<file path="src/design/eas_pkg.sv">
// Shared constants and encodings for the event/action sequencer.
package eas_pkg;
    // Pair table limits; the count port is clamped into this range.
    localparam int unsigned PAIRS_MIN = 1;
    localparam int unsigned PAIRS_MAX = 20;
    localparam int unsigned CNT_W     = 5;
    // Core clock period and scan interval, both in nanoseconds.
    localparam int unsigned CLK_PERIOD_NS = 20;
    localparam int unsigned SCAN_TIME_NS  = 1000000;
    // Longest scan that fits the interval, so the count rounds down.
    localparam int unsigned SCAN_CYC = SCAN_TIME_NS / CLK_PERIOD_NS;
    // Comparator operator codes.
    localparam logic [1:0] CMP_LT = 2'h0;
    localparam logic [1:0] CMP_EQ = 2'h1;
    localparam logic [1:0] CMP_GT = 2'h2;
    localparam logic [1:0] CMP_NE = 2'h3;
    // Logic rule operator codes, applied left to right.
    localparam logic [1:0] LOP_AND     = 2'h0;
    localparam logic [1:0] LOP_OR      = 2'h1;
    localparam logic [1:0] LOP_AND_NOT = 2'h2;
    localparam logic [1:0] LOP_OR_NOT  = 2'h3;
    // Scan phases, Gray coded along the loop.
    typedef enum logic [1:0] {
        PH_IDLE  = 2'h0,
        PH_CMP   = 2'h1,
        PH_LOGIC = 2'h3,
        PH_EVAL  = 2'h2
    } eas_phase_e;
endpackage

</file>
<file path="src/design/eas_sequencer.sv">
// Event/action sequencer with comparators and three-input logic rules.
//
// Contract
// RULE1: Action runs only when its event is true.
// RULE2: Event is status, logic rule or comparator.
// RULE3: Pairs share an index, advance ascending.
// RULE4: Only the current index event is evaluated.
// RULE5: False event: no action, index held.
// RULE6: Start sets index zero, retries each scan.
// RULE7: Pair count configurable from one to twenty.
// RULE8: After last pair, index wraps to zero.
// RULE9: Comparator checks a variable against a preset.
// RULE10: Logic rule combines three inputs, AND/OR/NOT.
// RULE11: Comparators and rules run without the sequencer.
// RULE12: Comparators and rules update before event evaluation.
`timescale 1ns/1ps
module eas_sequencer #(
    parameter int unsigned SCAN_CYCLES = eas_pkg::SCAN_CYC,
    parameter int unsigned NUM_STATUS  = 8,
    parameter int unsigned NUM_DIN     = 4,
    parameter int unsigned NUM_CMP     = 4,
    parameter int unsigned NUM_RULES   = 4,
    parameter int unsigned NUM_VAR     = 4,
    parameter int unsigned DATA_W      = 16,
    parameter int unsigned ACT_W       = 8,
    localparam int unsigned SRC_W = NUM_STATUS + NUM_DIN + NUM_CMP + NUM_RULES,
    localparam int unsigned SEL_W = $clog2(SRC_W),
    localparam int unsigned VSEL_W = (NUM_VAR > 1) ? $clog2(NUM_VAR) : 1
) (
    // Clock and reset.
    input  wire logic                               core_clk,
    input  wire logic                               rst,
    // Sequencer control.
    input  wire logic                               seq_start,
    input  wire logic                               seq_stop,
    input  wire logic [eas_pkg::CNT_W-1:0]          pair_count,
    input  wire logic [eas_pkg::PAIRS_MAX*SEL_W-1:0] event_sel_flat,
    input  wire logic [eas_pkg::PAIRS_MAX*ACT_W-1:0] action_flat,
    // Condition sources.
    input  wire logic [NUM_STATUS-1:0]              status_in,
    input  wire logic [NUM_DIN-1:0]                 din_pin,
    input  wire logic [NUM_VAR*DATA_W-1:0]          var_in_flat,
    // Comparator settings.
    input  wire logic [NUM_CMP*VSEL_W-1:0]          cmp_var_sel_flat,
    input  wire logic [NUM_CMP*2-1:0]               cmp_op_flat,
    input  wire logic [NUM_CMP*DATA_W-1:0]          cmp_preset_flat,
    // Logic rule settings.
    input  wire logic [NUM_RULES*3*SEL_W-1:0]       rule_sel_flat,
    input  wire logic [NUM_RULES*4-1:0]             rule_op_flat,
    // Results.
    output logic                                    seq_running,
    output logic [eas_pkg::CNT_W-1:0]               seq_index,
    output logic                                    action_stb,
    output logic [ACT_W-1:0]                        action_code,
    output logic [NUM_CMP-1:0]                      cmp_out,
    output logic [NUM_RULES-1:0]                    rule_out
);
    import eas_pkg::*;

    // Clamp the programmed count into the legal pair range.
    function automatic logic [CNT_W-1:0] eas_clamp(input logic [CNT_W-1:0] n);
        if (n < CNT_W'(PAIRS_MIN)) begin
            return CNT_W'(PAIRS_MIN);
        end else if (n > CNT_W'(PAIRS_MAX)) begin
            return CNT_W'(PAIRS_MAX);
        end else begin
            return n;
        end
    endfunction
    // Apply one logic operator; the NOT forms invert the right operand.
    function automatic logic eas_lop(input logic a, input logic b,
                                     input logic [1:0] op);
        case (op)
            LOP_AND:     return a & b;
            LOP_OR:      return a | b;
            LOP_AND_NOT: return a & ~b;
            LOP_OR_NOT:  return a | ~b;
            default:     return 1'b0;
        endcase
    endfunction
    // Scan divider, phase and sequencer state.
    logic [31:0]             scan_cnt_reg;    // Cycles into the scan.
    logic [31:0]             scan_cnt_next;
    eas_phase_e              phase_reg;       // Position within a scan.
    eas_phase_e              phase_next;
    logic                    running_reg;     // Sequencer active.
    logic                    running_next;
    logic [CNT_W-1:0]        index_reg;       // Current pair.
    logic [CNT_W-1:0]        index_next;
    logic                    stb_reg;         // Action strobe.
    logic                    stb_next;
    logic [ACT_W-1:0]        code_reg;        // Last action code.
    logic [ACT_W-1:0]        code_next;
    logic [NUM_CMP-1:0]      cmp_out_reg;     // Registered comparators.
    logic [NUM_CMP-1:0]      cmp_out_next;
    logic [NUM_RULES-1:0]    rule_out_reg;    // Registered logic rules.
    logic [NUM_RULES-1:0]    rule_out_next;
    logic [NUM_DIN-1:0]      din_meta_reg;    // First synchroniser stage.
    logic [NUM_DIN-1:0]      din_sync_reg;    // Second synchroniser stage.
    logic                    scan_tick;       // One pulse per scan.
    logic [NUM_CMP-1:0]      cmp_res;         // Live comparator results.
    logic [NUM_RULES-1:0]    rule_res;        // Live logic rule results.
    logic [SRC_W-1:0]        src;             // All Boolean sources.
    logic [SEL_W-1:0]        ev_sel;          // Source of current event.
    logic                    ev_true;         // Current event condition.
    logic [CNT_W-1:0]        last_idx;        // Index of the last pair.

    // Digital input pins are asynchronous, so they pass two flops.
    always_ff @(posedge core_clk or posedge rst) begin
        if (rst) begin
            din_meta_reg <= '0;
            din_sync_reg <= '0;
        end else begin
            din_meta_reg <= din_pin;
            din_sync_reg <= din_meta_reg;
        end
    end
    // Boolean source vector: status, inputs, comparators, then rules.
    // Rules read last scan's rule outputs, so chains settle one scan late.
    assign src = {rule_out_reg, cmp_out_reg, din_sync_reg, status_in};
    assign scan_tick = (scan_cnt_reg == 32'(SCAN_CYCLES - 1));
    assign last_idx = eas_clamp(pair_count) - 1'b1;

    // RULE9 preset comparators
    for (genvar c = 0; c < NUM_CMP; c++) begin : g_cmp
        logic [VSEL_W-1:0] vsel;
        logic [DATA_W-1:0] val;
        logic [DATA_W-1:0] preset;
        assign vsel   = cmp_var_sel_flat[c*VSEL_W +: VSEL_W];
        assign val    = var_in_flat[vsel*DATA_W +: DATA_W];
        assign preset = cmp_preset_flat[c*DATA_W +: DATA_W];
        always_comb begin
            case (cmp_op_flat[c*2 +: 2])
                CMP_LT:  cmp_res[c] = (val < preset);
                CMP_EQ:  cmp_res[c] = (val == preset);
                CMP_GT:  cmp_res[c] = (val > preset);
                default: cmp_res[c] = (val != preset);
            endcase
        end
    end
    // RULE10 three-input rules
    for (genvar r = 0; r < NUM_RULES; r++) begin : g_rule
        logic [3*SEL_W-1:0] sel;
        logic [3:0]         op;
        assign sel = rule_sel_flat[r*3*SEL_W +: 3*SEL_W];
        assign op  = rule_op_flat[r*4 +: 4];
        assign rule_res[r] = eas_lop(eas_lop(src[sel[0 +: SEL_W]],
                                             src[sel[SEL_W +: SEL_W]],
                                             op[1:0]),
                                     src[sel[2*SEL_W +: SEL_W]], op[3:2]);
    end
    // RULE2 event source select
    assign ev_sel  = event_sel_flat[index_reg*SEL_W +: SEL_W];
    assign ev_true = src[ev_sel];

    // Next-state logic for the scan, operands and sequencer.
    always_comb begin
        scan_cnt_next = scan_tick ? '0 : scan_cnt_reg + 32'h1;
        phase_next    = phase_reg;
        running_next  = running_reg;
        index_next    = index_reg;
        stb_next      = 1'b0;
        code_next     = code_reg;
        cmp_out_next  = cmp_out_reg;
        rule_out_next = rule_out_reg;
        case (phase_reg)
            PH_IDLE: begin
                if (scan_tick) begin
                    phase_next = PH_CMP;
                end
            end
            // RULE12 comparators first
            PH_CMP: begin
                // RULE11 free-running comparators
                cmp_out_next = cmp_res;
                phase_next   = PH_LOGIC;
            end
            PH_LOGIC: begin
                // RULE11 free-running rules
                rule_out_next = rule_res;
                phase_next    = PH_EVAL;
            end
            PH_EVAL: begin
                phase_next = PH_IDLE;
                // RULE4 single event evaluated
                if (running_reg && ev_true) begin
                    // RULE1 action on true
                    stb_next  = 1'b1;
                    code_next = action_flat[index_reg*ACT_W +: ACT_W];
                    // RULE8 wrap after last
                    if (index_reg >= last_idx) begin
                        index_next = '0;
                    end else begin
                        // RULE3 ascending pair index
                        index_next = index_reg + 1'b1;
                    end
                end
                // RULE5 false holds index
            end
            default: begin
                phase_next = PH_IDLE;
            end
        endcase
        // RULE6 start from zero
        if (seq_start) begin
            running_next = 1'b1;
            index_next   = '0;
            stb_next     = 1'b0;
        end else if (seq_stop) begin
            running_next = 1'b0;
            stb_next     = 1'b0;
        end
        // RULE7 clamp to count
        if (index_next > last_idx) begin
            index_next = '0;
        end
    end

    // State registers only.
    always_ff @(posedge core_clk or posedge rst) begin
        if (rst) begin
            scan_cnt_reg <= '0;
            phase_reg    <= PH_IDLE;
            running_reg  <= 1'b0;
            index_reg    <= '0;
            stb_reg      <= 1'b0;
            code_reg     <= '0;
            cmp_out_reg  <= '0;
            rule_out_reg <= '0;
        end else begin
            scan_cnt_reg <= scan_cnt_next;
            phase_reg    <= phase_next;
            running_reg  <= running_next;
            index_reg    <= index_next;
            stb_reg      <= stb_next;
            code_reg     <= code_next;
            cmp_out_reg  <= cmp_out_next;
            rule_out_reg <= rule_out_next;
        end
    end
    // Outputs are straight from flops.
    assign seq_running = running_reg;
    assign seq_index   = index_reg;
    assign action_stb  = stb_reg;
    assign action_code = code_reg;
    assign cmp_out     = cmp_out_reg;
    assign rule_out    = rule_out_reg;
endmodule // eas_sequencer

</file>
<file path="config.mk">
export PLATFORM = sky130hd
export DESIGN_NAME = eas_sequencer
export DESIGN_NICKNAME = d
export VERILOG_FILES = /design/src/design/eas_pkg.sv /design/src/design/eas_sequencer.sv
export SDC_FILE = /design/constraint.sdc
export NUM_CORES = 1
export LEC_CHECK = 0
export ABC_CLOCK_PERIOD_IN_PS = 4350
export BUFFER_PORTS_ARGS = -buffer_cell sky130_fd_sc_hd__buf_2
export CAP_MARGIN = 25
export CORE_AREA = 3 3 202 204
export CTS_BUF_LIST = sky130_fd_sc_hd__clkbuf_16
export DETAILED_ROUTE_END_ITERATION = 12
export DIE_AREA = 0 0 205 207
export GPL_TIMING_DRIVEN = 0
export PLACE_DENSITY = 0.6
export SLEW_MARGIN = 5
export SYNTH_ARGS = -nofsm -noshare
export SYNTH_HDL_FRONTEND = slang
export SYNTH_SLANG_ARGS = --single-unit
export TNS_END_PERCENT = 5
</file>
<file path="constraint.sdc">
create_clock -name core_clk -period 4.35 [get_ports core_clk]
set_clock_uncertainty 0.05 [all_clocks]
set_input_delay 0.6525 -clock core_clk [delete_from_list [all_inputs] [get_ports core_clk]]
set_output_delay 0.6525 -clock core_clk [all_outputs]
set_load 0.03 [all_outputs]
</file>
==> flow_metrics.py <==
metrics = {
    "drt": {
        "avgRoutedWirePerCell_um": 24.59,
        "drtIter0Drc": 756,
        "vias": 11180,
        "dr.pass1.iters": 5,
        "vias_per_cell": 5.405,
        "drc_errors": 0,
        "wl_um": 50880,
        "ant_nets": 0,
    },
    "layout": {
        "nets": 2111,
        "post-route-util_pct": 37.20,
        "drive_above_1_share_pct": 51.43,
        "nFillCells": 4047,
        "multi_input_area_um2": 8476,
        "register_area_um2": 1628,
        "syn2layout_area_growth_pct": 36.63,
        "largest_reg_flops": 32,
        "stdcell_count": 2069,
    },
    "setup_path": {
        "crit_fanout": 7,
        "cp_data_required_time_ns": 4.57,
        "end_kind": "flop",
        "cp.arrival_ns": 4.76,
        "worstSetupPathType": "reg -> reg",
        "start_kind": "flop",
    },
    "clocking": {
        "cts_tree": "yes",
        "cts_max_path_buffers": 2,
        "htreeDepth": 3,
        "path_clk_slew_ns": 0.06,
        "cts_buffers": 9,
        "cts_root_buf": "clkbuf_16",
        "insertion_delay_ns": 0.34,
        "cts_sinks": 65,
    },
    "global_route": {
        "grt_max_degree": 59,
        "grt_antenna_before_repair": 19,
        "grt_pass1_wl_um": 74170,
        "overflow": 0,
        "grt_use_total_pct": 23.38,
        "grt_pass1_vias": 11540,
    },
    "yosys": {
        "avgSynthCellArea_um2": 10.82,
        "synthesis.area_um2": 10740,
        "ys_async_sr_fraction_pct": 100.0,
        "synth_edf_count": 0,
        "synth_warnings": 0,
        "syn-num-nets": 1571,
        "seq_area_frac_synth_pct": 15.14,
        "synth_flop_cell": "dfrtp_1",
        "syn_inst": 993,
        "ys_ff_latch": 65,
        "ys_types": 62,
    },
    "floorplanning": {
        "die_w_um": 205,
        "die-area_um2": 42440,
        "die_height_um": 207,
        "io_pins": 524,
        "start_util_pct": 27.23,
        "core_area_um2": 39460,
        "rows": 73,
    },
    "run": {
        "drv_cap": 0,
    },
    "hold_path": {
        "min_path_type": "in -> async",
    },
    "power": {
        "peakVddDrop_mv": 0.1846,
        "p_leak_uw": 0.006661,
        "p_per_area_nw_per_um2": 184.2,
        "power_uw": 2704,
    },
    "run_status": {
        "violations": "setup timing",
        "status": "complete, but fails checks",
    },
    "placement": {
        "hpwl_um": 44020,
        "dp_cells": 2024,
        "place_congestion": 0.9740,
        "port_buffers": 503,
    },
    "timing": {
        "slew-limit-headroom_pct": 42.07,
        "worst_pin_slew_ns": 0.8689,
        "max_freq_ghz": 0.2200,
        "report.final.hold_viol_count": 0,
        "finalCritPeriodShare_pct": 104.5,
        "slew_viol_final": 0,
        "layout_min_cycle_time_ns": 4.546,
        "setup_viol": 6,
        "rsz0062_at_grt": "true",
        "fin_ws_ns": -0.1962,
    },
}
report_power, final:
group	switching (µW)	internal (µW)
Combinational	572	611
Clock	300	567
Sequential	27.9	626
Total	899	1800
cell usage after synthesis, types with 3 or more instances:
| library cell | number | area [µm²] |
|---|---|---|
| o21ai_0 | 20 | 100.1 |
| a22oi_1 | 9 | 67.56 |
| nor2_1 | 54 | 202.7 |
| o22ai_1 | 8 | 50.05 |
| buf_4 | 4 | 30.03 |
| nor2b_1 | 14 | 87.58 |
| o31ai_1 | 6 | 45.04 |
| nand2_1 | 49 | 183.9 |
| a31oi_1 | 13 | 81.33 |
| a21o_1 | 25 | 187.7 |
| mux4_2 | 194 | 4369 |
| clkbuf_1 | 55 | 206.5 |
| nand4_1 | 18 | 112.6 |
| ha_1 | 77 | 963.4 |
| xor2_1 | 14 | 122.6 |
| nor4_1 | 13 | 81.33 |
| maj3_1 | 8 | 80.08 |
| dfrtp_1 | 65 | 1627 |
| o21bai_1 | 5 | 37.54 |
| and3_1 | 5 | 31.28 |
| and4b_1 | 3 | 30.03 |
| mux2i_1 | 20 | 200.2 |
| nand3b_1 | 7 | 52.55 |
| nand2b_1 | 14 | 87.58 |
| a211oi_1 | 7 | 52.55 |
| mux2_2 | 4 | 45.04 |
| nor3_1 | 14 | 70.07 |
| a21oi_1 | 46 | 230.2 |
| o21a_1 | 13 | 97.59 |
| buf_1 | 6 | 22.52 |
| xnor2_1 | 26 | 227.7 |
| a2111oi_0 | 6 | 52.55 |
| nor3b_1 | 4 | 30.03 |
| inv_1 | 95 | 356.6 |
| buf_2 | 13 | 65.06 |
| nand3_1 | 24 | 120.1 |
what timing repair did:
action                                 in CTS  in global routing
hold buffers                                0                  0
setup endpoints to repair                   8                  9
endpoints found under the hold margin       0                  0
pin swaps                                  11                 10
cloned                                      1                  0
buffers inserted                           17                  4
resized for setup                          32                 15
kinds of logic after synthesis:
kind of cell,after synthesis,share of synthesized area [%]
buf+inv,175,6.545
fa+ha+maj,85,9.713
xor+xnor,40,3.261
simple gates,229,10.92
mux,218,42.95
flops,65,15.14
compound gates,181,11.46
layer usage:
metal / part of all wire, % / global-route usage (%)
met1: 40 / 30.31
met2: 45 / 36.31
met3: 12 / 10.17
met4: 1.8 / 5.114
met5: 0.30 / 0
metrics by stage:
| step | instance area, µm² | TNS (ns) | hold WS, ns | worst slack [ns] |
|---|---|---|---|---|
| after detailed placement | 13970 | -4.314 | 0.2855 | -0.7820 |
| after CTS | 14570 | -0.8214 | 0.1297 | -0.2376 |
| after floorplan | 10740 | 0 | 0.2812 | 0.09226 |
| final | 14680 | -0.8765 | 0.1483 | -0.1962 |
| after global routing | 14670 | -2.696 | 0.1377 | -0.4510 |
| after global placement | 13920 | -4.410 | 0.2906 | -0.8973 |
final timing paths:
path,depth (start not counted),slack [ns],end,from
min in group core_clk,0,0.30,din_sync_reg[2],din_meta_reg[2]
worst min register to register,0,0.30,din_sync_reg[2],din_meta_reg[2]
worst min-delay path,2,0.15,din_meta_reg[3],rst
worst max-delay path,22,-0.20,seq_index[1],seq_index[0]
max in group asynchronous,3,3.56,seq_index[0],rst
worst max register to register,22,-0.20,seq_index[1],seq_index[0]
worst max-delay path, cell delays in order, from the launching register on:
cell and delay [ns]:
dfrtp_2 0.44, buf_12 0.17, buf_12 0.11, buf_16 0.11, mux4_2 0.55, mux4_2 0.51, a21oi_4 0.17, nand3b_1 0.10
a31oi_1 0.15, nand4_1 0.18, o211ai_4 0.16, mux2i_1 0.28, nor2_1 0.10, ha_1 0.29, nor2b_1 0.13, o21a_1 0.18
o21ai_1 0.12, nand2b_1 0.08, a21oi_2 0.14, o21ai_2 0.09, buf_4 0.15, buf_6 0.12, nor2_1 0.08
cell usage in the layout (no fill, tap or decap), types with 4 or more instances in the layout:
cell type	n
buf_2	512
mux4_2	194
inv_1	93
ha_1	76
dfrtp_1	64
nor2_1	53
clkbuf_1	52
nand2_1	49
a21oi_1	43
xnor2_1	26
a21o_1	25
nand3_1	24
buf_4	21
mux2i_1	18
o21ai_0	18
nand4_1	18
nand2b_1	14
nor3_1	14
nor2b_1	14
xor2_1	14
a31oi_1	13
o21a_1	13
nor4_1	12
buf_6	9
a22oi_1	9
clkbuf_16	9
o22ai_1	8
maj3_1	8
a211oi_1	7
nand3b_1	7
diode_2	6
o31ai_1	6
and3_1	5
o21bai_1	5
nor3b_1	4
clkbuf_2	4
buf_1	4
mux2_2	4
layout make-up:
cell class | count | share of cell area [%]
diodes | 6 | 0.1023
plain buffers | 80 | 2.736
clock buffers | 9 | 1.534
clock inverters | 7 | 0.8610
inverters | 95 | 2.447
multi-input cells | 753 | 57.74
flip-flops and latches | 65 | 11.09
well taps | 525 | 4.475
repair buffers | 529 | 19.01
Power figures use the tool's default switching activity.
